[config.mk]
export PLATFORM = sky130hd
export DESIGN_NAME = adrs_status
export DESIGN_NICKNAME = d
export VERILOG_FILES = /design/src/adrs_pkg.sv /design/src/adrs_axis_if.sv /design/src/adrs_status.sv /design/src/adrs_axis_flags.sv
export SDC_FILE = /design/constraint.sdc
export NUM_CORES = 1
export LEC_CHECK = 0
export BUFFER_PORTS_ARGS = -buffer_cell sky130_fd_sc_hd__buf_2
export CAP_MARGIN = 10
export CORE_ASPECT_RATIO = 0.75
export CORE_MARGIN = 10
export CORE_UTILIZATION = 30
export CTS_CLUSTER_SIZE = 10
export DETAILED_ROUTE_END_ITERATION = 16
export SLEW_MARGIN = 10
export SYNTH_ARGS = -nofsm -noshare
export SYNTH_HDL_FRONTEND = slang
export SYNTH_SLANG_ARGS = --single-unit
[constraint.sdc]
create_clock -name core_clk -period 1.2 [get_ports core_clk]
set_input_delay 0.06 -clock core_clk [delete_from_list [all_inputs] [get_ports core_clk]]
set_output_delay 0.06 -clock core_clk [all_outputs]
set_load 0.02 [all_outputs]
[src/adrs_pkg.sv]
// Package with the register map, field positions and types of the status block.
package adrs_pkg;
  localparam int unsigned AXES = 3;
  localparam logic [7:0] ADRS_STATUS_ADDR = 8'h00;
  localparam logic [7:0] ADRS_STATUS_RST = 8'h00;
  localparam logic [1:0] ADRS_QMODE_OFF = 2'h0;
  localparam int unsigned ADRS_POS_XDR = 0;
  localparam int unsigned ADRS_POS_ZYXDR = 3;
  localparam int unsigned ADRS_POS_XOW = 4;
  localparam int unsigned ADRS_POS_ZYXOW = 7;
  typedef logic [AXES-1:0] adrs_axes_t;
endpackage

[src/adrs_axis_if.sv]
// Interface carrying per-axis events and flags between the top and the flag unit.
`timescale 1ns/1ps
interface adrs_axis_if;
  import adrs_pkg::*;
  adrs_axes_t acq_done;
  adrs_axes_t msb_read;
  adrs_axes_t dr_flag;
  adrs_axes_t ow_flag;
  modport ctrl (output acq_done, output msb_read, input dr_flag, input ow_flag);
  modport flags (input acq_done, input msb_read, output dr_flag, output ow_flag);
endinterface

[src/adrs_status.sv]
// Data-ready and overwrite status register for a three-axis accelerometer.
`timescale 1ns/1ps
// Summary of operation
// - Mode zero shows axis status at 0x00.
// - Bits: combined ow, Z,Y,X ow, combined dr, Z,Y,X dr.
// - Combined overwrite set on any axis overwrite.
// - Combined overwrite clears after all high bytes read.
// - Z overwrite set on overrun, cleared by read.
// - Y overwrite set on overrun, cleared by read.
// - X overwrite set on overrun, cleared by read.
// - Combined new data set, cleared by high-byte reads.
// - Z new data set on acquisition, cleared by read.
// - Y new data set on acquisition, cleared by read.
// - X new data set on acquisition, cleared by read.
// - Nonzero mode shows queue status instead.
module adrs_status
(
  input  wire logic             core_clk,
  input  wire logic             rst_n,
  input  wire logic [1:0]       queue_mode,
  input  wire adrs_pkg::adrs_axes_t acq_done,
  input  wire adrs_pkg::adrs_axes_t axis_enable,
  input  wire adrs_pkg::adrs_axes_t msb_read,
  input  wire logic [7:0]       queue_status,
  input  wire logic             reg_rd,
  input  wire logic [7:0]       reg_addr,
  output logic      [7:0]       reg_rdata,
  output logic      [7:0]       axis_data_ready_status
);
  import adrs_pkg::*;

  adrs_axis_if ax ();
  adrs_axes_t  dr;
  adrs_axes_t  ow;
  adrs_axes_t  pend_r;
  adrs_axes_t  pend_nxt;
  logic        cdr_r;
  logic        cdr_nxt;
  logic        cow_r;
  logic        cow_nxt;
  logic        any_ow_evt;
  logic        any_acq;
  logic        all_read;
  logic [7:0]  stat_w;
  logic [7:0]  rsel_w;
  logic [7:0]  rdata_r;
  logic [7:0]  stat_r;
  logic        stat_hit;
  logic        view_axes;

  // ---------------------------------------------------------------
  // Per-axis flags.
  // ---------------------------------------------------------------
  assign ax.acq_done = acq_done & axis_enable;
  assign ax.msb_read = msb_read;
  assign dr = ax.dr_flag;
  assign ow = ax.ow_flag;

  adrs_axis_flags u_flags (
    .core_clk (core_clk),
    .rst_n    (rst_n),
    .ax       (ax)
  );

  // ---------------------------------------------------------------
  // Combined flags.
  // ---------------------------------------------------------------
  // The combined flags clear only once every high byte has been read since
  // the last acquisition on any axis; pend_r tracks which reads are still owed.
  assign any_acq = |ax.acq_done;
  assign any_ow_evt = |(ax.acq_done & dr & ~msb_read);
  assign all_read = ~|(pend_r & ~msb_read);
  assign pend_nxt = any_acq ? {AXES{1'b1}} : (pend_r & ~msb_read);
  assign cdr_nxt = any_acq | (cdr_r & ~all_read);
  assign cow_nxt = any_ow_evt | (cow_r & ~all_read);

  always_ff @(posedge core_clk) begin
    if (!rst_n) begin
      pend_r <= '0;
      cdr_r  <= 1'b0;
      cow_r  <= 1'b0;
    end else begin
      pend_r <= pend_nxt;
      cdr_r  <= cdr_nxt;
      cow_r  <= cow_nxt;
    end
  end

  // ---------------------------------------------------------------
  // Register view and read port.
  // ---------------------------------------------------------------
  // A read hits the status byte only at its own address.
  assign stat_hit = reg_rd && (reg_addr == ADRS_STATUS_ADDR);
  assign view_axes = (queue_mode == ADRS_QMODE_OFF);
  assign stat_w = {cow_r, ow, cdr_r, dr};
  assign rsel_w = view_axes ? stat_w
                            : queue_status;

  always_ff @(posedge core_clk) begin
    if (!rst_n) begin
      rdata_r <= ADRS_STATUS_RST;
      stat_r  <= ADRS_STATUS_RST;
    end else begin
      stat_r <= stat_w;
      if (stat_hit)
        rdata_r <= rsel_w;
      else if (reg_rd)
        rdata_r <= 8'h00;
    end
  end

  assign reg_rdata = rdata_r;
  assign axis_data_ready_status = stat_r;
endmodule

[src/adrs_axis_flags.sv]
// Per-axis new-data and overwrite flags.
`timescale 1ns/1ps
module adrs_axis_flags
(
  input  wire logic  core_clk,
  input  wire logic  rst_n,
  adrs_axis_if.flags ax
);
  import adrs_pkg::*;

  adrs_axes_t dr_r;
  adrs_axes_t dr_nxt;
  adrs_axes_t ow_r;
  adrs_axes_t ow_nxt;

  // ---------------------------------------------------------------
  // Flag update, new-data set wins over clear, overwrite clear wins over set.
  // ---------------------------------------------------------------
  genvar g;
  generate
    for (g = 0; g < AXES; g++) begin : g_axis
      assign dr_nxt[g] = ax.acq_done[g] | (dr_r[g] & ~ax.msb_read[g]);
      // Overwrite when a sample lands while the previous one is unread.
      assign ow_nxt[g] = (ax.acq_done[g] & dr_r[g] & ~ax.msb_read[g])
                       | (ow_r[g] & ~ax.msb_read[g]);
    end
  endgenerate

  always_ff @(posedge core_clk) begin
    if (!rst_n) begin
      dr_r <= '0;
      ow_r <= '0;
    end else begin
      dr_r <= dr_nxt;
      ow_r <= ow_nxt;
    end
  end

  assign ax.dr_flag = dr_r;
  assign ax.ow_flag = ow_r;
endmodule

# Word level (Yosys, flattened, before mapping)
# Index checks and enable logic that the tools add are counted.
classes:
  mux: 4
  n_bitwise: 30
  reduce_logical: 7
ops:
  columns: ["op", "n"]
  rows:
  - ["2-to-1 mux 8 bit", 3]
  - ["AND 1 bit", 14]
  - ["AND 3 bit", 4]
  - ["OR reduction 3 bit", 3]
  - ["zero test 8 bit", 1]
  - ["bitwise OR 1 bit", 8]
  - ["2-to-1 mux 3 bit", 1]
  - ["NOT 1 bit", 3]
  - ["NOT 3 bit", 1]
  - ["zero test 2 bit", 1]
  - ["nonzero test 2 bit", 1]
  - ["logical AND 1 bit", 1]
totals:
  ff_bits: 27
  in_bits: 30
  out_inout_bits: 16
  elab_cells: 48

# Depth between registers and ports, before layout
# Gate-level depths: netlist of the first run.
depth:
  depth_word: 5
  depth_mapped: 3
  mapped_depth_nobuf: 3

# Cells and area by module
# From an unflattened synthesis of the first run, not the netlist that was laid out.
hier_totals:
  hier_cells: 98
  hier_area_um2: 1079.8
modules_own_cells:
  columns: ["mod", "instances", "cells_each", "area_each_um2", "seq_area_each_um2"]
  rows:
  - ["adrs_status", 1, 80, 865.8, 420.4]
  - ["adrs_axis_flags", 1, 18, 214.0, 120.1]

# Least setup slack after synthesis of the first run
# Ideal clock, no wire load.
synth_path:
  path_type: "reg-to-reg"
  startpoint: "reg pend_r[1]"
  endpoint: "reg cow_r"
  setup_time_ns: 0.135
  t_arrival_ns: 0.752
  required_ns: 1.065
  slack_ns: 0.313
  stages_incl_launch_ff: 4
  n_path_buf: 0
  cell_sequence: "dfxtp_1 nor2b_1 o31ai_1 a41oi_1"
synth_via:
  elab_chain_len: 4
synth_lines:
  columns: ["element", "line", "text"]
  rows:
  - ["start, declared", "adrs_status.sv:35", "adrs_axes_t pend_r;"]
  - ["start signal, assigned", "adrs_status.sv:83", "pend_r <= pend_nxt;"]
  - ["AND 3 bit", "adrs_status.sv:72", "assign all_read = ~|(pend_r & ~msb_read);"]
  - ["OR reduction 3 bit", "adrs_status.sv:72", null]
  - ["AND 1 bit", "adrs_status.sv:75", "assign cow_nxt = any_ow_evt | (cow_r & ~all_read);"]
  - ["bitwise OR 1 bit", "adrs_status.sv:75", null]
  - ["end signal, assigned", "adrs_status.sv:85", "cow_r <= cow_nxt;"]
  - ["end, declared", "adrs_status.sv:39", "logic cow_r;"]
# No other way between the ends.
# A chain may end at the register's enable or synchronous reset.

# Worst setup path in the final report of the first run
# Same ends and word-level chain as after synthesis.

==> results of run 1 <==
where the power goes:
group / switching [uW] / internal (uW)
clock network: 273 / 238
logic: 82.0 / 80.2
registers: 14.2 / 921
total: 369 / 1240
kinds of logic after synthesis:
group / after synthesis / share of synthesized area, %
buffers and inverters: 3 / 1.09
DFF: 27 / 52.4
muxes: 8 / 7.77
and+or+nand+nor: 39 / 25.7
AOI/OAI and AO/OA: 21 / 13.0
area by class of cell:
type                            count  share of cell area (%)
Clock buffer                        4                    3.35
Sequential cell                    27                    40.2
Timing Repair Buffer               45                    16.8
Tap cell                           40                    3.72
Multi-Input combinational cell     68                    35.7
Inverter                            1                   0.279
per-stage QoR:
| step | utilization [%] | cells | setup slack, ns | hold WS, ns | power, uW |
|---|---|---|---|---|---|
| 2_1_floorplan | - | 98 | 0.313 | 0.187 | 1040 |
| 3_3_place_gp | 39.5 | 181 | 0.138 | 0.360 | 1120 |
| 3_5_place_dp | 39.5 | 181 | 0.0585 | 0.370 | 1120 |
| 4_1_cts | 40.9 | 185 | 0.229 | 0.0772 | 1630 |
| 5_1_grt | 40.9 | 185 | 0.126 | 0.109 | 1670 |
| 6_report | 40.9 | 185 | 0.247 | 0.0842 | 1610 |
state kept, by name, summed over array words and instances, names as in the netlist:
register / cells
axis_data_ready_status: 8
reg_rdata: 8
pend_r: 3
u_flags.ax.dr_flag: 3
u_flags.ax.ow_flag: 3
cdr_r: 1
cow_r: 1
worst register-to-register path, delay by kind of cell (launching register included):
kind,cells,cell delay [ns]
compound gates,2,0.37
simple gates,1,0.14
flops,1,0.32
per-layer routing:
metal	wire, um	up-vias
met2	1250	32
met5	0	-
li1	-	444
met1	1180	398
met3	244	2
met4	6	0
cells in the final DEF, fill, tap and decap left out:
| cell type | count |
|---|---|
| a21oi_1 | 10 |
| a41oi_1 | 1 |
| and2_1 | 8 |
| and3_1 | 1 |
| buf_2 | 45 |
| clkbuf_1 | 1 |
| clkbuf_8 | 3 |
| dfxtp_1 | 27 |
| inv_2 | 1 |
| mux2i_1 | 8 |
| nand2_1 | 3 |
| nand2b_1 | 9 |
| nand3b_1 | 8 |
| nand4b_2 | 1 |
| nor2_4 | 1 |
| nor2b_1 | 3 |
| nor3_1 | 1 |
| nor4_2 | 1 |
| o31ai_1 | 10 |
| or2_1 | 3 |
path summary, 6_finish.rpt:
check | startpoint | endpoint | slack [ns] | depth (start not counted)
worst min-delay path | msb_read[0] | pend_r[0] | 0.08 | 3
worst max-delay path | pend_r[1] | cow_r | 0.25 | 3
worst min register to register | pend_r[2] | pend_r[2] | 0.47 | 2
worst max register to register | pend_r[1] | cow_r | 0.25 | 3
==> results.yml, run 1 <==
setup_path:
  cp-start-kind: "flip-flop"
  cpPeakStageDelay_ns: 0.32
  slowest_stage: "dfxtp_1"
  worstSetupPathType: "flip-flop to flip-flop"
  arrival_ns: 1.10
  path_buf_inv: 0
  critPathRequiredTime_ns: 1.34
  path_cells: "nor2b_1 -> o31ai_1 -> a41oi_1"
  crit_fanout: 2
  end_kind: "flip-flop"
  crit_family: "compound AO/OA/AOI/OAI gates"
detailed_routing:
  drt-initial-drc-count: 10
  wl_um: 2670
  avgViaCountPerCell: 4.74
  via_count: 876
  wire_per_inst_um: 14.5
  drt_pass1_iterations: 5
  route.detailed.drc: 0
  drtAntennaViolNets: 0
synthesis:
  ys_seq_area_share_pct: 52.4
  synth-edff-count: 0
  synth-main-ff-cell: "dfxtp_1"
  yosysTopAreaCell: "dfxtp_1"
  synthDistinctLibCells: 19
  synthArstFlopShare_pct: 0
  synth_top_area_share_pct: 52.4
  yosysMostFrequentCell: "dfxtp_1"
  ys_ff_latch: 27
  syn_avg_cell_area_um2: 10.5
  synth.area.top_cells: "dfxtp_1 52%, mux2i_1 7.8%, o31ai_1 7.3%"
  synth_common_cells: "27 x dfxtp_1, 10 x a21oi_1, 10 x o31ai_1"
  yosysWarningCount: 0
  synth_area_um2: 1030
  syn_inst: 98
  syn_nets: 128
power:
  power.density_nw_per_um2: 1200
  power_leakage_uw: 0.000603
  irDropWorstVdd_v: 0.000682
clock_network:
  cts_root_buffer: "clkbuf_8"
  clkTransAtPathRegs_ns: 0.09
  cts_setup_buffers: 0
  clock_latency_ns: 0.27
  htree_num_levels: 1
  cts_resized: 0
  clk_path_buf_depth: 2
  cts_hold_buf: 0
  cts_tree: "done"
  cts_buffers: 3
  clock-sinks: 27
final_layout:
  nNetsFinal: 176
  diodes: 0
  fillers: 324
  multi_input_area_um2: 479
  seq_area_um2: 541
  area_delta_synth_final_pct: 30.3
  drive_gt1_share_pct: 35.9
  fin_area_um2: 1340
timing:
  finalCritPeriodShare_pct: 79.4
  fin_tns_setup_ns: 0
  period_minus_slack_ns: 0.953
  fmax_mhz: 1050
  hold_violations: 0
  slew_viol_final: 0
  slew-limit-headroom_pct: 78.5
  skew_ns: 0.00161
  tightest_slew_ns: 0.322
  setup_viol: 0
  rsz0062_at_grt: "false"
placed_design:
  hpwl_um: 2190
  place_congestion: 0.703
  placed_area_um2: 1300
  numPortBuffers: 45
hold_path:
  hp-class: "input port to flip-flop"
global_routing:
  first_global_vias: 969
  antenna_found_initial: 0
  use_met1_pct: 9.64
  track_usage_pct: 8.64
  grt_pass1_wl_um: 4430
  globalRouteMet3Util_pct: 4.35
  grt.met2_usage_pct: 14.8
  grt.busiest_layer: "met2"
  grt_max_degree: 20
  grt_overflow: 0
floorplan:
  die-area_um2: 6210
  die_width_um: 87.7
  ios: 46
  die_h_um: 70.8
  placementRows: 18
  start_util_pct: 31.4
  coreArea_um2: 3290
run_status:
  status: "finished, final reports clean"
run:
  maxCapViolations: 0
Power figures use the tool's default switching activity.
==> inputs of run 2 (changes only) <==
ABC_AREA = 1   (was not set)
clock period = 0.8 ns   (was 1.2 ns; I/O delays follow)
==> run 2 against run 1 <==
Via count is 18% higher; routed wire length is 12% higher; clock-buffer cell count down 1; worst setup slack worse by 0.23 ns; highest routed layer is now met3; critical path type is now flip-flop to output port; sequential power increased by 50%; critical path depth decreased by 2; worst hold slack got worse by 0.074 ns; global-route usage rose by 0.93 points; cell count rose by 26%; clock power up 59%; total power grew 59%.
==> results.yml, run 2 <==
run_status:
  status: "finished, final reports clean"
clock_network:
  clock-sinks: 27
  cts_root_buffer: "clkbuf_8"
  clock_latency_ns: 0.28
  clkTransAtPathRegs_ns: 0.10
  cts_setup_buffers: 0
  htree_num_levels: 1
  cts_buffers: 3
  cts_tree: "done"
  clk_path_buf_depth: 2
synthesis:
  synth_compound_area_share_pct: 12.7
  synth_top_family_by_area: "simple AND/OR/NAND/NOR gates"
  synthArstFlopShare_pct: 0
  synth_xor_area_share_pct: 0
  synth_simple_gate_area_share_pct: 29.2
  synth_common_cells: "46 x nand2_1, 27 x dfxtp_1, 14 x a21oi_1, 14 x inv_1, 13 x nand3_1"
  syn_avg_cell_area_um2: 7.67
  synthDistinctLibCells: 15
  ys_seq_area_share_pct: 51.4
  syn_inst: 137
  synth-main-ff-cell: "dfxtp_1"
  synth-adder-area-share_pct: 0
  synth-edff-count: 0
  synth_area_um2: 1050
  synth.area.top_cells: "dfxtp_1 51%, nand2_1 16%, a21oi_1 6.7%"
  ys_ff_latch: 27
  yosysWarningCount: 0
  syn_nets: 167
  synth_top_area_share_pct: 51.4
  yosysMostFrequentCell: "nand2_1"
  synth_mux_area_share_pct: 0
  yosysTopAreaCell: "dfxtp_1"
final_layout:
  diodes: 0
  nNetsFinal: 225
  fillers: 357
  final_common_cell: "nand2_1"
  final_cell_mix: "43 x nand2_1, 29 x buf_2, 16 x dfxtp_2"
  drive_gt1_share_pct: 45.4
  area_delta_synth_final_pct: 51.9
run:
  maxCapViolations: 0
detailed_routing:
  drt-initial-drc-count: 32
  avgViaCountPerCell: 4.43
  wire_per_inst_um: 12.8
  wl_um: 3000
  drtAntennaViolNets: 0
  drt_pass1_iterations: 4
  via_count: 1037
  route.detailed.drc: 0
timing:
  slew_viol_final: 0
  fmax_mhz: 1270
  skew_ns: 0.00768
  period_minus_slack_ns: 0.787
  hold_violations: 0
  rsz0062_at_grt: "true"
  fin_tns_setup_ns: 0
  slew-limit-headroom_pct: 74.0
  tightest_slew_ns: 0.389
  hold_slack_ns: 0.0101
  finalCritPeriodShare_pct: 98.4
  layout_setup_ws_ns: 0.0128
  setup_viol: 0
hold_path:
  hp-class: "input port to flip-flop"
  hp-start: "axis_enable[0]"
floorplan:
  die_width_um: 88.3
  coreArea_um2: 3330
  start_util_pct: 31.5
  ios: 46
  die_h_um: 71.3
  placementRows: 18
  die-area_um2: 6300
setup_path:
  arrival_ns: 0.75
  critPathLaunch: "reg_rdata[1]"
  worstSetupPathType: "flip-flop to output port"
  path_buf_inv: 1
  path_cells: "buf_6"
  slowest_stage: "dfxtp_2"
  crit_family: "flip-flops"
  end_kind: "output port"
  critPathRequiredTime_ns: 0.76
  cpPeakStageDelay_ns: 0.35
  cp-start-kind: "flip-flop"
  timing.rr.start: "u_flags.ax.dr_flag[1]"
  crit_fanout: 2
power:
  seqPwrFrac_pct: 55.0
  p_clk_share_pct: 31.8
  power.density_nw_per_um2: 1600
  power_leakage_uw: 0.000802
  irDropWorstVdd_v: 0.000867
  comb_power_share_pct: 13.2
  switching_share_pct: 25.1
  power_switching_uw: 641
  power.internal_uw: 1910
global_routing:
  grt_pass1_wl_um: 4810
  use_met1_pct: 12.2
  grt_overflow: 0
  grt.busiest_layer: "met2"
  globalRouteMet3Util_pct: 6.33
  first_global_vias: 1030
  track_usage_pct: 9.57
  antenna_found_initial: 0
  grt.met2_usage_pct: 13.2
  grt_max_degree: 18
placed_design:
  dpl_worst_slack_ns: -0.0791
  place_congestion: 0.776
  hpwl_um: 2380
  numPortBuffers: 45
## run 2: changes by cell type after synthesis, moves of 9 or more
cell / change
o31ai_1: -10
nand2b_1: -9
nand3_1: +13
inv_1: +14
o21ai_0: +9
nand2_1: +43
## run 2: layer usage
metal | up-vias | wire (um)
li1 | 555 | -
met1 | 453 | 1390
met2 | 29 | 1260
met3 | 0 | 357
met4 | 0 | 0
met5 | - | 0
## run 2: power groups by stage
stage / Sequential [uW] / Clock, uW / Combinational (uW)
6_report: 1400 / 810 / 337
5_1_grt: 1410 / 884 / 375
4_1_cts: 1400 / 824 / 321
3_5_place_dp: 1430 / 0 / 305
3_3_place_gp: 1430 / 0 / 304
2_1_floorplan: 1440 / 0 / 128
## run 2: what timing repair did
action / in CTS / in global routing
setup endpoints to repair: 13 / 25
pin swaps: 0 / 6
endpoints found under the hold margin: 3 / 0
hold buffers: 3 / 0
gates resized for setup: 24 / 28
## run 2: logic make-up after synthesis
logic type,Yosys count
AOI/OAI and AO/OA,26
buffers and inverters,18
DFF,27
and+or+nand+nor,66
## run 2: area by class of cell
type	instances	area [um2]	share of cell area, %
sequential	27	561	35.1
multi-input combinational	92	478	29.9
timing repair buffer	55	398	24.9
inverter	16	60.1	3.76
tap	40	50.0	3.13
clock buffer	3	41.3	2.59
clock inverter	1	8.76	0.549
## run 2: metrics by stage
| stage | cell area (um2) | utilization [%] | std cells | total power (uW) |
|---|---|---|---|---|
| after floorplan | 1050 | - | 137 | 1570 |
| after global placement | 1380 | 41.4 | 227 | 1730 |
| after detailed placement | 1380 | 41.4 | 227 | 1740 |
| after CTS | 1520 | 45.6 | 234 | 2550 |
| after global routing | 1600 | 47.9 | 234 | 2670 |
| final | 1600 | 47.9 | 234 | 2550 |
## run 2: final timing paths
kind | endpoint | slack [ns] | cells past startpoint
worst min-delay path | u_flags.ax.dr_flag[0] | 0.01 | 3
worst max register to register | reg_rdata[1] | 0.04 | 4
worst min register to register | axis_data_ready_status[7] | 0.44 | 2
worst max-delay path | reg_rdata[1] | 0.01 | 1
==> inputs of run 3 (changes only) <==
CTS_CLUSTER_SIZE = 25   (was 10)
HOLD_SLACK_MARGIN = 0.06   (was not set)
==> run 3 against run 2 <==
Sequential share of layout area decreased by 1.9 points; highest routed layer unchanged; die area stayed put; register-to-register slack barely moved.
==> results.yml, run 3 (synthesis results as in run 2) <==
power:
  comb_power_share_pct: 14.3
  switching_share_pct: 25.5
  power.density_nw_per_um2: 1530
  irDropWorstVdd_v: 0.000863
  power_switching_uw: 662
  seqPwrFrac_pct: 54.2
  power.internal_uw: 1930
  p_clk_share_pct: 31.6
  power_leakage_uw: 0.000825
final_layout:
  diodes: 0
  fin_area_um2: 1690
  area_delta_synth_final_pct: 61.1
  final_util_pct: 50.8
  drive_gt1_share_pct: 48.0
  fillers: 337
  multi_input_area_um2: 504
  seq_area_um2: 563
  final_cell_mix: "43 x nand2_1, 29 x buf_2, 18 x dfxtp_2"
  final_common_cell: "nand2_1"
  nNetsFinal: 231
timing:
  hold_violations: 0
  slew-limit-headroom_pct: 69.5
  slew_viol_final: 0
  rsz0062_at_grt: "true"
  skew_ns: 0.00487
  fmax_mhz: 1270
  tightest_slew_ns: 0.456
  finalCritPeriodShare_pct: 98.5
  setup_viol: 0
  fin_tns_setup_ns: 0
  period_minus_slack_ns: 0.788
clock_network:
  clkTransAtPathRegs_ns: 0.10
  cts_root_buffer: "clkbuf_8"
  clk_path_buf_depth: 2
  clock-sinks: 27
  cts_tree: "done"
  htree_num_levels: 1
  cts_setup_buffers: 0
  clock_latency_ns: 0.28
  cts_buffers: 3
setup_path:
  crit_family: "flip-flops"
  cpPeakStageDelay_ns: 0.35
  slowest_stage: "dfxtp_2"
  path_cells: "buf_6"
  cp-start-kind: "flip-flop"
  arrival_ns: 0.75
  path_buf_inv: 1
  critPathRequiredTime_ns: 0.76
  worstSetupPathType: "flip-flop to output port"
  end_kind: "output port"
  crit_fanout: 2
floorplan:
  die-area_um2: 6300
  coreArea_um2: 3330
  start_util_pct: 31.5
  die_width_um: 88.3
  die_h_um: 71.3
  placementRows: 18
  ios: 46
detailed_routing:
  drt_pass1_iterations: 4
  routed-wl-met2_um: 1430
  drtAntennaViolNets: 0
  highest_layer: "met3"
  route.met3.wl_um: 364
  wl_um: 3190
  route.detailed.drc: 0
  via_count: 1072
  drt-met1-wl_um: 1390
  avgViaCountPerCell: 4.47
  drt-initial-drc-count: 46
  wire_per_inst_um: 13.3
run:
  maxCapViolations: 0
run_status:
  status: "finished, final reports clean"
placed_design:
  place_congestion: 0.776
  hpwl_um: 2380
  numPortBuffers: 45
  placed_area_um2: 1380
global_routing:
  grt_overflow: 0
  grt_max_degree: 18
  track_usage_pct: 9.85
  first_global_vias: 1065
  antenna_found_initial: 0
  grt_pass1_wl_um: 4940
hold_path:
  hp-class: "input port to flip-flop"
## run 3: cell types whose count changed in the layout (fill, tap and decap cells not counted)
cell,previous run,this run
dfxtp_2,16,18
a21oi_1,10,7
nand3_1,10,7
a21oi_2,4,7
buf_4,12,10
dfxtp_1,11,9
nand3_2,3,6
dlygate4sd3_1,3,9
buf_6,10,12
## run 3: metrics by stage
stage	worst slack (ns)	power (uW)	std cells	hold WS, ns
finish	0.0117	2590	240	0.0713
global route	-0.0311	2700	240	0.0810
CTS	-0.00202	2570	240	0.0632
detailed placement	-0.0791	1740	227	0.267
global placement	-0.0295	1730	227	0.265
floorplan	0.111	1570	137	0.154
## run 3: final cells by class
type                            count  share of cell area [%]
Multi-Input combinational cell     92                    29.8
Sequential cell                    27                    33.3
Clock inverter                      1                   0.517
Tap cell                           40                    2.96
Timing Repair Buffer               61                    27.5
Clock buffer                        3                    2.44
Inverter                           16                    3.55
## run 3: worst paths after layout
path	depth (start not counted)	from	to	slack, ns
min	3	rst_n	axis_data_ready_status[1]	0.07
max	1	reg_rdata[1]	reg_rdata[1]	0.01
min reg2reg	2	cow_r	axis_data_ready_status[7]	0.44
max reg2reg	4	u_flags.ax.dr_flag[1]	reg_rdata[1]	0.03
## run 3: tightest hold or removal path, delay by kind of cell
family                 cells  cell delay, ns
AND/OR/NAND/NOR            1            0.08
buffers and inverters      2            0.20
## run 3: what timing repair did
item | CTS | global route
endpoints found under the setup margin | 13 | 25
pin swaps | 0 | 6
hold buffers | 9 | 0
resized for setup | 24 | 38
hold endpoints to repair | 6 | 0
## run 3: power groups by stage
stage,Clock [uW],Combinational [uW],Sequential [uW]
2_1_floorplan,0,128,1440
3_3_place_gp,0,304,1430
3_5_place_dp,0,305,1430
4_1_cts,824,343,1400
5_1_grt,884,408,1410
6_report,819,370,1400
## run 3: routing by layer
layer  up-vias  global-route usage, %
met4         0                   1.61
met1       477                   12.4
met2        31                   14.0
met3         0                   6.33
met5         -                      0
li1        564                      -
